--- src/ptr_pkg.sv ---
package ptr_pkg;

	// ==========================================================
	// Register map of the APB window (word aligned byte addresses).
	localparam logic [7:0] OFF_DATA_PAGE = 8'h00;
	localparam logic [7:0] OFF_STACK_TOP = 8'h04;
	localparam logic [7:0] OFF_INSTR_PTR = 8'h08;
	localparam logic [7:0] OFF_SAVED_RET = 8'h0c;
	localparam logic [7:0] OFF_EXEC_ST   = 8'h10;
	localparam logic [7:0] OFF_DEC_ST    = 8'h14;
	localparam logic [7:0] OFF_IRQ_PEND  = 8'h18;
	localparam logic [7:0] OFF_IRQ_MASK  = 8'h1c;
	localparam logic [7:0] OFF_DBG_MASK  = 8'h20;
	localparam logic [7:0] OFF_MODE      = 8'h24;
	localparam logic [7:0] OFF_AUX_BASE  = 8'h40;

	// ==========================================================
	// Widths and reset values.
	localparam int         PAGE_OFS_W     = 6;
	localparam int         LEGACY_OFS_W   = 7;
	localparam int         DADDR_W        = 22;
	localparam int         BUS_ADDR_W     = 32;
	localparam int         STACK_ZERO_W   = 6;
	localparam logic [15:0] STACK_RST     = 16'h0400;
	localparam logic [21:0] INSTR_PTR_RST = 22'h3fffc0;
	localparam logic [15:0] DEC_ST_RST    = 16'h080b;
	localparam int         MODE_LEGACY_BIT = 0;

	// Pointer operation requested by the core sequencer.
	typedef enum logic [2:0] {
		OP_NONE, OP_PUSH32, OP_POP32, OP_ADJ,
		OP_LCALL, OP_LRET
	} ptr_op_e;

	// Memory access issued on behalf of a stack sequence.
	typedef struct packed {
		logic        valid;
		logic        write;
		logic [21:0] addr;
		logic [15:0] wdata;
	} mem_req_s;

endpackage : ptr_pkg

--- src/aux_pointer_slot.sv ---
`timescale 1ns/10ps

// One 32-bit auxiliary pointer with a separately writable low view.
module aux_pointer_slot (
	input  wire logic        clk_sys,
	input  wire logic        rst,
	input  wire logic        wr_full,
	input  wire logic        wr_low,
	input  wire logic        wr_low_keep,
	input  wire logic [31:0] wdata,
	output logic      [31:0] value
);

	// ==========================================================
	// Storage; a low-view write may or may not clear the high half.
	always_ff @(posedge clk_sys) begin
		if (rst) begin
			value <= 32'h0000_0000;
		end else if (wr_full) begin
			value <= wdata;
		end else if (wr_low) begin
			value[15:0] <= wdata[15:0];
			if (!wr_low_keep) begin
				value[31:16] <= 16'h0000;
			end
		end
	end

endmodule : aux_pointer_slot

--- src/cpu_pointer_registers.sv ---
// The implementer's own choices: the APB register port and the register addresses.
`timescale 1ns/10ps

// Behaviour
// - Direct addressing uses 64-word pages chosen by the 16-bit page pointer.
// - Page addressing reaches only the lowest 4M words, 65,536 pages.
// - Legacy mode: 7-bit offset, page pointer bit 0 ignored.
// - Stack pointer is 16 bits; its addresses have upper six bits zero.
// - Reset loads the stack pointer with 0400 hex.
// - Stack grows upward; pointer names the next free location.
// - 32-bit push writes low half first, high half at next address.
// - Stack pointer arithmetic wraps modulo 16 bits.
// - Stack pointer is never rounded to even or odd on saves.
// - Eight 32-bit auxiliary pointers, each with a 16-bit low view.
// - Upper aux halves have no own path; low writes may clear them.
// - Wide operations use 32 aux bits, 16-bit ones only the low half.
// - Auxiliary pointers may also address program memory.
// - The 22-bit instruction pointer tracks the second decode stage.
// - An instruction in second decode is never flushed by an interrupt.
// - Long call stores return in saved register, pushes old value by two stack writes.
// - Long return uses saved register, reloads it by two stack reads.
// - Other calls leave the saved-return register untouched.
// - Both status registers can be stored and loaded from memory.
// - Execute-stage status updates in execute, other in second decode.
// - An interrupt is serviced when pending and its mask bit is set.
module cpu_pointer_registers #(
	parameter int N_AUX = 8
) (
	input  wire logic                   clk_sys,
	input  wire logic                   rst,
	// APB slave.
	input  wire logic                   psel,
	input  wire logic                   penable,
	input  wire logic                   pwrite,
	input  wire logic [7:0]             paddr,
	input  wire logic [31:0]            pwdata,
	output logic      [31:0]            prdata,
	output logic                        pready,
	output logic                        pslverr,
	// Core sequencer side.
	input  wire ptr_pkg::ptr_op_e       op,
	input  wire logic [15:0]            op_amount,
	input  wire logic                   op_sub,
	input  wire logic [21:0]            call_target,
	input  wire logic [31:0]            push_data,
	input  wire logic                   decode2_adv,
	input  wire logic [21:0]            decode2_addr,
	input  wire logic                   exec_st_we,
	input  wire logic [15:0]            exec_st_val,
	input  wire logic                   dec_st_we,
	input  wire logic [15:0]            dec_st_val,
	input  wire logic [15:0]            irq_hw_set,
	input  wire logic                   irq_ack,
	input  wire logic [3:0]             irq_ack_num,
	// Addressing.
	input  wire logic [6:0]             page_offset,
	output logic      [21:0]            page_addr,
	input  wire logic [2:0]             aux_sel,
	output logic      [31:0]            aux_pointer_regs,
	output logic      [15:0]            aux_pointer_low,
	output logic      [21:0]            aux_prog_addr,
	// Stack memory port; one 16-bit word per request, addresses never aligned.
	output ptr_pkg::mem_req_s           mem_req,
	input  wire logic                   mem_ack,
	input  wire logic [15:0]            mem_rdata,
	output logic                        seq_busy,
	output logic      [21:0]            return_addr,
	output logic                        return_valid,
	output logic      [ptr_pkg::BUS_ADDR_W-1:0] stack_addr,
	output logic      [21:0]            instr_pointer,
	output logic                        irq_take,
	output logic      [3:0]             irq_take_num
);
	import ptr_pkg::*;

	typedef enum {
		S_IDLE, S_PUSH_LO, S_PUSH_HI, S_POP_HI, S_POP_LO
	} seq_e;

	logic [15:0] data_page_pointer_r;
	logic [15:0] stack_top_pointer_r;
	logic [15:0] stack_top_pointer_nxt;
	logic [21:0] instr_pointer_r;
	logic [21:0] saved_return_pointer_r;
	logic [15:0] exec_stage_status_r;
	logic [15:0] decode_stage_status_r;
	logic [15:0] irq_pending_flags_r;
	logic [15:0] irq_mask_bits_r;
	logic [15:0] debug_irq_mask_r;
	logic [31:0] mode_r;
	seq_e        seq_r;
	logic [31:0] seq_data_r;
	logic        seq_is_ret_r;
	logic [15:0] pop_hi_r;
	logic        apb_wr;
	logic        apb_rd;
	logic [31:0] aux_val [N_AUX];
	logic [15:0] pend_mask;
	logic [15:0] irq_clr;
	logic [3:0]  irq_pick;

	// ==========================================================
	// APB decode; every access completes without wait states.
	assign pready  = 1'b1;
	assign apb_wr  = psel && penable && pwrite;
	assign apb_rd  = psel && !penable && !pwrite;

	// Error for unmapped addresses and misaligned offsets.
	always_comb begin
		pslverr = 1'b0;
		if (psel && penable) begin
			if (paddr[1:0] != 2'b00) begin
				pslverr = 1'b1;
			end else if (paddr > OFF_MODE && paddr < OFF_AUX_BASE) begin
				pslverr = 1'b1;
			end else if (paddr >= OFF_AUX_BASE + 8'(4 * N_AUX)) begin
				pslverr = 1'b1;
			end
		end
	end

	// ==========================================================
	// Page-based direct address.
	always_comb begin
		if (mode_r[MODE_LEGACY_BIT]) begin
			page_addr = {data_page_pointer_r[15:1],
				page_offset};
		end else begin
			page_addr = {data_page_pointer_r,
				page_offset[PAGE_OFS_W-1:0]};
		end
	end

	// Data page pointer register.
	always_ff @(posedge clk_sys) begin
		if (rst) begin
			data_page_pointer_r <= 16'h0000;
		end else if (apb_wr && paddr == OFF_DATA_PAGE) begin
			data_page_pointer_r <= pwdata[15:0];
		end
	end

	// Mode register; bit 0 selects the legacy 7-bit offset.
	always_ff @(posedge clk_sys) begin
		if (rst) begin
			mode_r <= 32'h0000_0000;
		end else if (apb_wr && paddr == OFF_MODE) begin
			mode_r <= {31'h0000_0000, pwdata[MODE_LEGACY_BIT]};
		end
	end

	// ==========================================================
	// Stack pointer; addresses are zero-extended, never aligned.
	assign stack_addr = {{(BUS_ADDR_W-16){1'b0}},
		stack_top_pointer_r};

	// Next stack pointer; all sums wrap in 16 bits.
	always_comb begin
		stack_top_pointer_nxt = stack_top_pointer_r;
		if (seq_r == S_IDLE && op == OP_ADJ) begin
			if (op_sub) begin
				stack_top_pointer_nxt = stack_top_pointer_r
					- op_amount;
			end else begin
				stack_top_pointer_nxt = stack_top_pointer_r
					+ op_amount;
			end
		end else if (mem_ack && (seq_r == S_PUSH_LO
				|| seq_r == S_PUSH_HI)) begin
			stack_top_pointer_nxt = stack_top_pointer_r
				+ 16'h0001;
		end else if (mem_ack && (seq_r == S_POP_HI
				|| seq_r == S_POP_LO)) begin
			stack_top_pointer_nxt = stack_top_pointer_r - 16'h0001;
		end
	end

	// Stack pointer register; software writes rank below the sequencer.
	always_ff @(posedge clk_sys) begin
		if (rst) begin
			stack_top_pointer_r <= STACK_RST;
		end else if (stack_top_pointer_nxt != stack_top_pointer_r) begin
			stack_top_pointer_r <= stack_top_pointer_nxt;
		end else if (apb_wr && paddr == OFF_STACK_TOP) begin
			stack_top_pointer_r <= pwdata[15:0];
		end
	end

	// ==========================================================
	// Push and pop sequencer, one 16-bit word per memory handshake.
	always_ff @(posedge clk_sys) begin
		if (rst) begin
			seq_r        <= S_IDLE;
			seq_data_r   <= 32'h0000_0000;
			seq_is_ret_r <= 1'b0;
			pop_hi_r     <= 16'h0000;
		end else begin
			case (seq_r)
				S_IDLE: begin
					seq_is_ret_r <= (op == OP_LRET);
					if (op == OP_PUSH32) begin
						seq_data_r <= push_data;
						seq_r      <= S_PUSH_LO;
					end else if (op == OP_LCALL) begin
						seq_data_r <= {10'h000,
							saved_return_pointer_r};
						seq_r      <= S_PUSH_LO;
					end else if (op == OP_POP32 || op == OP_LRET) begin
						seq_r <= S_POP_HI;
					end
				end
				S_PUSH_LO: begin
					if (mem_ack) begin
						seq_r <= S_PUSH_HI;
					end
				end
				S_PUSH_HI: begin
					if (mem_ack) begin
						seq_r <= S_IDLE;
					end
				end
				S_POP_HI: begin
					if (mem_ack) begin
						pop_hi_r <= mem_rdata;
						seq_r    <= S_POP_LO;
					end
				end
				S_POP_LO: begin
					if (mem_ack) begin
						seq_data_r <= {pop_hi_r, mem_rdata};
						seq_r      <= S_IDLE;
					end
				end
				default: seq_r <= S_IDLE;
			endcase
		end
	end

	// Memory request; pops read the word just below the pointer.
	always_comb begin
		mem_req       = '0;
		mem_req.addr  = {6'h00, stack_top_pointer_r};
		mem_req.wdata = seq_data_r[15:0];
		case (seq_r)
			S_PUSH_LO: begin
				mem_req.valid = 1'b1;
				mem_req.write = 1'b1;
			end
			S_PUSH_HI: begin
				mem_req.valid = 1'b1;
				mem_req.write = 1'b1;
				mem_req.wdata = seq_data_r[31:16];
			end
			S_POP_HI, S_POP_LO: begin
				mem_req.valid = 1'b1;
				mem_req.addr  = {6'h00, stack_top_pointer_r - 16'h0001};
			end
			default: mem_req.valid = 1'b0;
		endcase
	end
	assign seq_busy = (seq_r != S_IDLE);

	// ==========================================================
	// Saved-return register; the long call, the long return and APB writes touch it.
	always_ff @(posedge clk_sys) begin
		if (rst) begin
			saved_return_pointer_r <= 22'h000000;
			return_addr            <= 22'h000000;
			return_valid           <= 1'b0;
		end else begin
			return_valid <= 1'b0;
			if (seq_r == S_IDLE && op == OP_LCALL) begin
				saved_return_pointer_r <= call_target;
			end else if (seq_r == S_IDLE && op == OP_LRET) begin
				return_addr  <= saved_return_pointer_r;
				return_valid <= 1'b1;
			end else if (seq_r == S_POP_LO && mem_ack && seq_is_ret_r) begin
				saved_return_pointer_r <= {pop_hi_r[5:0], mem_rdata};
			end else if (apb_wr && paddr == OFF_SAVED_RET) begin
				saved_return_pointer_r <= pwdata[21:0];
			end
		end
	end

	// ==========================================================
	// Instruction pointer follows the second decode stage.
	always_ff @(posedge clk_sys) begin
		if (rst) begin
			instr_pointer_r <= INSTR_PTR_RST;
		end else if (decode2_adv) begin
			instr_pointer_r <= decode2_addr;
		end
	end
	assign instr_pointer = instr_pointer_r;

	// ==========================================================
	// Status registers, each written at its own pipeline stage.
	always_ff @(posedge clk_sys) begin
		if (rst) begin
			exec_stage_status_r   <= 16'h0000;
			decode_stage_status_r <= DEC_ST_RST;
		end else begin
			if (exec_st_we) begin
				exec_stage_status_r <= exec_st_val;
			end else if (apb_wr && paddr == OFF_EXEC_ST) begin
				exec_stage_status_r <= pwdata[15:0];
			end
			if (dec_st_we) begin
				decode_stage_status_r <= dec_st_val;
			end else if (apb_wr && paddr == OFF_DEC_ST) begin
				decode_stage_status_r <= pwdata[15:0];
			end
		end
	end

	// ==========================================================
	// Interrupt flags; an acknowledge clears its flag, set wins.
	assign pend_mask = irq_pending_flags_r & irq_mask_bits_r;

	// Lowest numbered enabled pending flag is chosen.
	always_comb begin
		irq_pick = 4'h0;
		for (int i = 15; i >= 0; i--) begin
			if (pend_mask[i]) begin
				irq_pick = 4'(i);
			end
		end
	end

	// Taken only between instructions, never flushing second decode.
	assign irq_take     = (|pend_mask) && decode2_adv;
	assign irq_take_num = irq_pick;

	// Clear mask from acknowledge and software write-one-to-clear.
	always_comb begin
		irq_clr = 16'h0000;
		if (irq_ack) begin
			irq_clr[irq_ack_num] = 1'b1;
		end
		if (apb_wr && paddr == OFF_IRQ_PEND) begin
			irq_clr = irq_clr | pwdata[31:16];
		end
	end

	// Flag and mask registers; software sets flags in the low half.
	always_ff @(posedge clk_sys) begin
		if (rst) begin
			irq_pending_flags_r <= 16'h0000;
			irq_mask_bits_r     <= 16'h0000;
			debug_irq_mask_r    <= 16'h0000;
		end else begin
			if (apb_wr && paddr == OFF_IRQ_PEND) begin
				irq_pending_flags_r <= (irq_pending_flags_r & ~irq_clr)
					| irq_hw_set | pwdata[15:0];
			end else begin
				irq_pending_flags_r <= (irq_pending_flags_r & ~irq_clr)
					| irq_hw_set;
			end
			if (apb_wr && paddr == OFF_IRQ_MASK) begin
				irq_mask_bits_r <= pwdata[15:0];
			end
			if (apb_wr && paddr == OFF_DBG_MASK) begin
				debug_irq_mask_r <= pwdata[15:0];
			end
		end
	end

	// ==========================================================
	// Auxiliary pointers; one APB word per slot, always written whole.
	for (genvar g = 0; g < N_AUX; g++) begin : g_aux
		aux_pointer_slot u_slot (
			.clk_sys     (clk_sys),
			.rst         (rst),
			.wr_full     (apb_wr && paddr == OFF_AUX_BASE + 8'(4 * g)),
			.wr_low      (1'b0),
			.wr_low_keep (1'b1),
			.wdata       (pwdata),
			.value       (aux_val[g])
		);
	end

	// Operand views of the selected pointer.
	assign aux_pointer_regs = aux_val[aux_sel];
	assign aux_pointer_low  = aux_val[aux_sel][15:0];
	assign aux_prog_addr    = aux_val[aux_sel][21:0];

	// ==========================================================
	// Read data captured in the setup phase.
	always_ff @(posedge clk_sys) begin
		if (rst) begin
			prdata <= 32'h0000_0000;
		end else if (apb_rd) begin
			if (paddr == OFF_DATA_PAGE) begin
				prdata <= {16'h0000, data_page_pointer_r};
			end else if (paddr == OFF_STACK_TOP) begin
				prdata <= {16'h0000, stack_top_pointer_r};
			end else if (paddr == OFF_INSTR_PTR) begin
				prdata <= {10'h000, instr_pointer_r};
			end else if (paddr == OFF_SAVED_RET) begin
				prdata <= {10'h000, saved_return_pointer_r};
			end else if (paddr == OFF_EXEC_ST) begin
				prdata <= {16'h0000, exec_stage_status_r};
			end else if (paddr == OFF_DEC_ST) begin
				prdata <= {16'h0000, decode_stage_status_r};
			end else if (paddr == OFF_IRQ_PEND) begin
				prdata <= {16'h0000, irq_pending_flags_r};
			end else if (paddr == OFF_IRQ_MASK) begin
				prdata <= {16'h0000, irq_mask_bits_r};
			end else if (paddr == OFF_DBG_MASK) begin
				prdata <= {16'h0000, debug_irq_mask_r};
			end else if (paddr == OFF_MODE) begin
				prdata <= mode_r;
			end else if (paddr >= OFF_AUX_BASE
					&& paddr < OFF_AUX_BASE + 8'(4 * N_AUX)) begin
				prdata <= aux_val[paddr[4:2]];
			end else begin
				prdata <= 32'h0000_0000;
			end
		end
	end

endmodule : cpu_pointer_registers

--- config.mk ---
export PLATFORM = sky130hd
export DESIGN_NAME = cpu_pointer_registers
export DESIGN_NICKNAME = d
export VERILOG_FILES = /design/src/ptr_pkg.sv /design/src/aux_pointer_slot.sv /design/src/cpu_pointer_registers.sv
export SDC_FILE = /design/constraint.sdc
export NUM_CORES = 2
export LEC_CHECK = 0
export ABC_AREA = 1
export BUFFER_PORTS_ARGS = -buffer_cell sky130_fd_sc_hd__buf_2
export CAP_MARGIN = 15
export CORE_UTILIZATION = 57
export CTS_CLUSTER_DIAMETER = 120
export DETAILED_ROUTE_END_ITERATION = 8
export PLACE_DENSITY = 0.81
export SLEW_MARGIN = 20
export SYNTH_ARGS = -nofsm -noshare
export SYNTH_HDL_FRONTEND = slang
export SYNTH_SLANG_ARGS = --single-unit
--- constraint.sdc ---
create_clock -name clk_sys -period 5.13 [get_ports clk_sys]
set_input_delay 1.026 -clock clk_sys [delete_from_list [all_inputs] [get_ports clk_sys]]
set_output_delay 1.026 -clock clk_sys [all_outputs]
set_load 0.05 [all_outputs]
* Word level (Yosys, flattened, before mapping)
Cells that the tools add are included.
Word-level totals: register bits 549, logic and storage cells 216
Operators by class: $add $sub $neg 4, reductions and logical operators 58, $lt $le $gt $ge 9, eq/ne operators 38, mux-type cells 73, bitwise logic cells 9
Operator list (count):
- two-way mux 32 bit | 24
- two-way mux 16 bit | 15
- binary-select mux 32 bit (select 3 bit) | 2
- case mux 32 bit (4 select lines) | 1
- == test 32 x 2 -> 1 bit, second input constant | 3
- == test 32 x 3 -> 1 bit, second input constant | 3
- two-way mux 22 bit | 4
- == test 8 x 7 -> 1 bit, second input constant | 8
- logical NOT 32 bit | 2
- two-way mux 4 bit | 16
- case mux 32 bit (2 select lines) | 1
- OR 16 bit | 3
- AND 16 bit | 2
- == test 32 x 1 -> 1 bit, second input constant | 1
- == test 32 x 4 -> 1 bit, second input constant | 1
- == test 8 x 5 -> 1 bit, second input constant | 4
- logical AND 1 bit | 32
- nonzero test 32 bit | 1
- adder 16 x 1 -> 16 bit, second input constant | 1
- adder 16 bit | 1
- == test 8 x 4 -> 1 bit, second input constant | 2
- == test 8 x 6 -> 1 bit, second input constant | 2
- greater-or-equal comparator 8 x 7 -> 1 bit, second input constant | 2
- < comparator 8 x 7 -> 1 bit, second input constant | 2
- other kinds (32) | 58

* Depth between registers and ports, before layout
depth after elaboration 17, mapped depth 31, gate-level depth less buffers 30

* Hierarchy
Synthesis repeated with hierarchy kept, for this count alone.
Second synthesis, totals: cells, all modules 4588, area, all modules 30534.3 sq um
By module, submodules not included:
- cpu_pointer_registers | area an instance 20454.6 sq um, instances 1, cells each 3444
- aux_pointer_slot | area an instance 1260.0 sq um, instances 8, cells each 143

* Least setup slack after synthesis
OpenSTA, ideal clock, no wires.
path kind input -> output, start in aux_sel[0], end out aux_pointer_regs[10], buffers on the path 3, data required time 4.104 ns, setup slack 1.009 ns, stages on the path 7, arrival 3.095 ns, cells stage by stage clkbuf_1 > clkbuf_1 > nor2_1 > nor2_1 > o21ai_0 > a31oi_1 > buf_4
On the way: longest elaborated chain between the ends 4
RTL lines:
- from (decl) | line cpu_pointer_registers.sv:58 | input wire logic [2:0] aux_sel,
- NOT 3 -> 4 bit
- binary-select mux 32 bit (select 3 bit)
- two-way mux 32 bit (2 in series)
- to (decl) | line cpu_pointer_registers.sv:59 | output logic [31:0] aux_pointer_regs,
Every way passes these cells. The select of a mux whose other input is x is not followed.

* Final worst setup path
start in op_amount[0], end reg stack_top_pointer_r[5]
On the way: longest elaborated chain between the ends 5
RTL lines:
- from (decl) | line cpu_pointer_registers.sv:42 | input wire logic [15:0] op_amount,
- adder 16 bit / subtractor 16 bit (equally long branches) | line cpu_pointer_registers.sv:166, cpu_pointer_registers.sv:163
- two-way mux 16 bit (*) | line cpu_pointer_registers.sv:161 | if (op_sub) begin
- two-way mux 16 bit (*) | line cpu_pointer_registers.sv:160 | if (seq_r == S_IDLE && op == OP_ADJ) begin
- inequality test 16 bit | line cpu_pointer_registers.sv:182 | end else if (stack_top_pointer_nxt != stack_top_pointer_r) begin
- two-way mux 16 bit / nonzero test 2 bit (equally long branches)
- to (signal assigned) | line cpu_pointer_registers.sv:183 | stack_top_pointer_r <= stack_top_pointer_nxt;
- to (signal assigned) | line cpu_pointer_registers.sv:185 | stack_top_pointer_r <= pwdata[15:0];
- to (decl) | line cpu_pointer_registers.sv:81 | logic [15:0] stack_top_pointer_r;
Every way passes the cells marked *; elsewhere a longest branch is shown, timed or not. A chain may end at the register's enable or synchronous reset.

==> impl_metrics.toml <==
[floorplanning]
die_area_um2 = 50100
die_x_um = 224
start_util = 0.582
die_h_um = 224
ioPinCount = 473
num_rows = 80
core_area_um2 = 48100

[cts]
clk_latency_ps = 620
cts.path.max_buffers = 3
path_clk_slew_ps = 60
cts_tree = "done"
root_buffer = "clkbuf_16"
postCtsSetupBuffers = 0
cts_buffers = 52
cts_resized = 0
htreeDepth = 2
hold_buffers = 0
cts_sinks = 520

[sta]
rsz0062_at_grt = "no"
slew_violations = 0
period_share = 0.837
clock.fmax_mhz = 233
setup_tns_ps = 0
finalSetupViolCount = 0
worstMarginPinSlew_ps = 1120
slew_headroom = 0.256
setup_ws_ps = 834
fin_skew_ps = 23.3
hold_viol_final = 0
period_minus_slack_ps = 4300

[synthesis]
synth_area_leaders = "dfxtp_1 37%, o21ai_0 12%, nand2_1 10%, a21oi_1 8.1%, nor2_1 5.8%"
syn_inst = 4196
synth_cell_types = 48
synthAdderAreaFrac = 0.00875
ys.flop_type = "dfxtp_1"
synth_compound_area_frac = 0.284
synth_edf_count = 0
yosys.area.top_type_share = 0.371
synth_top_family_by_area = "compound AO/OA/AOI/OAI gates"
synthesis.area_um2 = 28000
yosys.area_share.simple = 0.223
synth_xor_area_frac = 0.00750
seq_area_frac_synth = 0.371
syn_avg_cell_area_um2 = 6.68
synth_top_cell_by_area = "dfxtp_1"
async_flop_share = 0
ys_seq_elements = 520
synth_mux_area_frac = 0.00643
synth_warnings = 0

[global_route]
grt_first_pass_wirelength_um = 163000
first_global_vias = 27900
overflow = 0
grt_max_degree = 231
antenna_found_initial = 21
grt_use_total = 0.417

[routing]
wl_per_cell_um = 21.6
first_iter_violations = 4455
antenna_left = 0
via_per_inst = 6.28
first_pass_iters = 6
via_count = 31900
drc_errors = 0
wirelength_um = 110000

[worst_setup_path]
timing.rr.end = "saved_return_pointer_r[15]"
cp-end-kind = "register"
cp-endpoint = "stack_top_pointer_r[5]"
crit_path_start_kind = "input port"
rrSetupSlack_ps = 1060
worstRegToRegCells = 11
path_class = "in -> reg"
critPathMaxFanout = 17
cp.arrival_ps = 4810
required_ps = 5650
r2r-start = "seq_r[1]"
startpoint = "op_amount[0]"

[worst_hold_path]
min_from = "pop_hi_r[6]"
hp-class = "reg -> reg"

[finish]
final_cells = 5077
mostFrequentLayoutCells = "744 x nand2_1, 653 x o21ai_0, 520 x dfxtp_1"
drive_gt1_frac = 0.144
layout_commonest_cell = "nand2_1"
area_growth_pct = 12.8
final_nets = 4613

[flow_run]
drv_cap = 0

[outcome]
outcome = "finished, final reports clean"

[placement]
place_inst = 4972
place_hpwl_um = 73500
pre_cts_slack_ps = 308
gp_congestion = 0.999
io_buffer_count = 437

[pwr]
pwr_density_cell_nw_per_um2 = 420
cellLeakagePower_nw = 13.6
ir_drop_v = 0.000287
[through the flow]
| step | hold WS (ps) | instance area, um2 | power (W) | util |
|---|---|---|---|---|
| finish | 445 | 31600 | 0.0133 | 0.657 |
| global route | 461 | 31600 | 0.0138 | 0.656 |
| CTS | 446 | 31600 | 0.0131 | 0.656 |
| detailed placement | 438 | 29900 | 0.00939 | 0.621 |
| global placement | 434 | 29900 | 0.00936 | 0.621 |
| floorplan | 424 | 28100 | 0.00818 | - |
[cells by family (layout without fill, tap and decap cells)]
group | count (synthesis) | in the layout
simple gates | 1500 | 1500
compound gates | 1471 | 1471
buf+inv | 644 | 830
flops | 520 | 520
xor+xnor | 24 | 24
fa+ha+maj | 19 | 19
mux | 16 | 16
other cells | 2 | 41
[how the worst min path moves through the flow]
stage | end | cells past startpoint
floorplan | pop_hi_r[10] | 2
global placement | pop_hi_r[7] | 2
detailed placement | pop_hi_r[7] | 2
CTS | pop_hi_r[6] | 2
global route | pop_hi_r[10] | 2
finish | pop_hi_r[6] | 2
[state kept, by name, summed over array words and instances, names as in the netlist, 3 cells and up]
| name | cells |
|---|---|
| seq_r | 3 |
| return_addr | 22 |
| debug_irq_mask_r | 16 |
| instr_pointer | 22 |
| irq_mask_bits_r | 16 |
| decode_stage_status_r | 16 |
| exec_stage_status_r | 16 |
| prdata | 32 |
| pop_hi_r | 16 |
| seq_data_r | 32 |
| saved_return_pointer_r | 22 |
| data_page_pointer_r | 16 |
| stack_top_pointer_r | 16 |
| g_aux.u_slot.value | 256 |
| irq_pending_flags_r | 16 |
[per-layer routing]
metal  share of wire  wire length, um  GRT usage
met5          0.0012              136     0.0108
met4           0.067             7310      0.261
met3            0.14            15100      0.106
met2            0.43            47000      0.620
met1            0.37            40100      0.539
[power by group]
group | switching (W) | internal, W
clock network | 0.00165 | 0.00217
registers | 0.000473 | 0.00425
logic | 0.00349 | 0.00126
total | 0.00561 | 0.00768
[synth_stat cells, drive strengths merged (22+ instances only)]
master    n
o21ai   655
o211ai   46
a31oi   102
nand2   755
a211oi   35
dfxtp   520
nand4    81
inv     221
o22ai   156
nor2    444
clkbuf  272
clkinv   22
buf     129
a21oi   455
nand3   189
[critical path: stages]
cell	delay, ps
buf_2	110
inv_1	70
ha_1	180
nand3_1	110
nor2_1	100
nand2_1	70
nor3_1	220
a21oi_1	170
nor2_1	140
xnor2_1	130
inv_1	60
ha_1	360
nand2_1	140
nor2_1	200
and2_1	150
nand2_1	70
nand2_1	70
nand2_1	60
nand2_1	60
nand2_1	60
nand3_1	110
nand3_1	140
nor2_4	390
nand3_4	270
nand2_1	150
nand2_1	70
a21oi_1	140
[layout make-up]
| class | count | area, um2 |
|---|---|---|
| clock buffer | 75 | 1500 |
| inverter | 243 | 920 |
| sequential | 520 | 10400 |
| antenna | 18 | 45.0 |
| timing repair buffer | 500 | 2750 |
| multi-input combinational | 3053 | 15000 |
| tap | 656 | 821 |
| clock inverter | 12 | 151 |
| fill | 4426 | 16500 |
(Power assumes the default switching activity.)
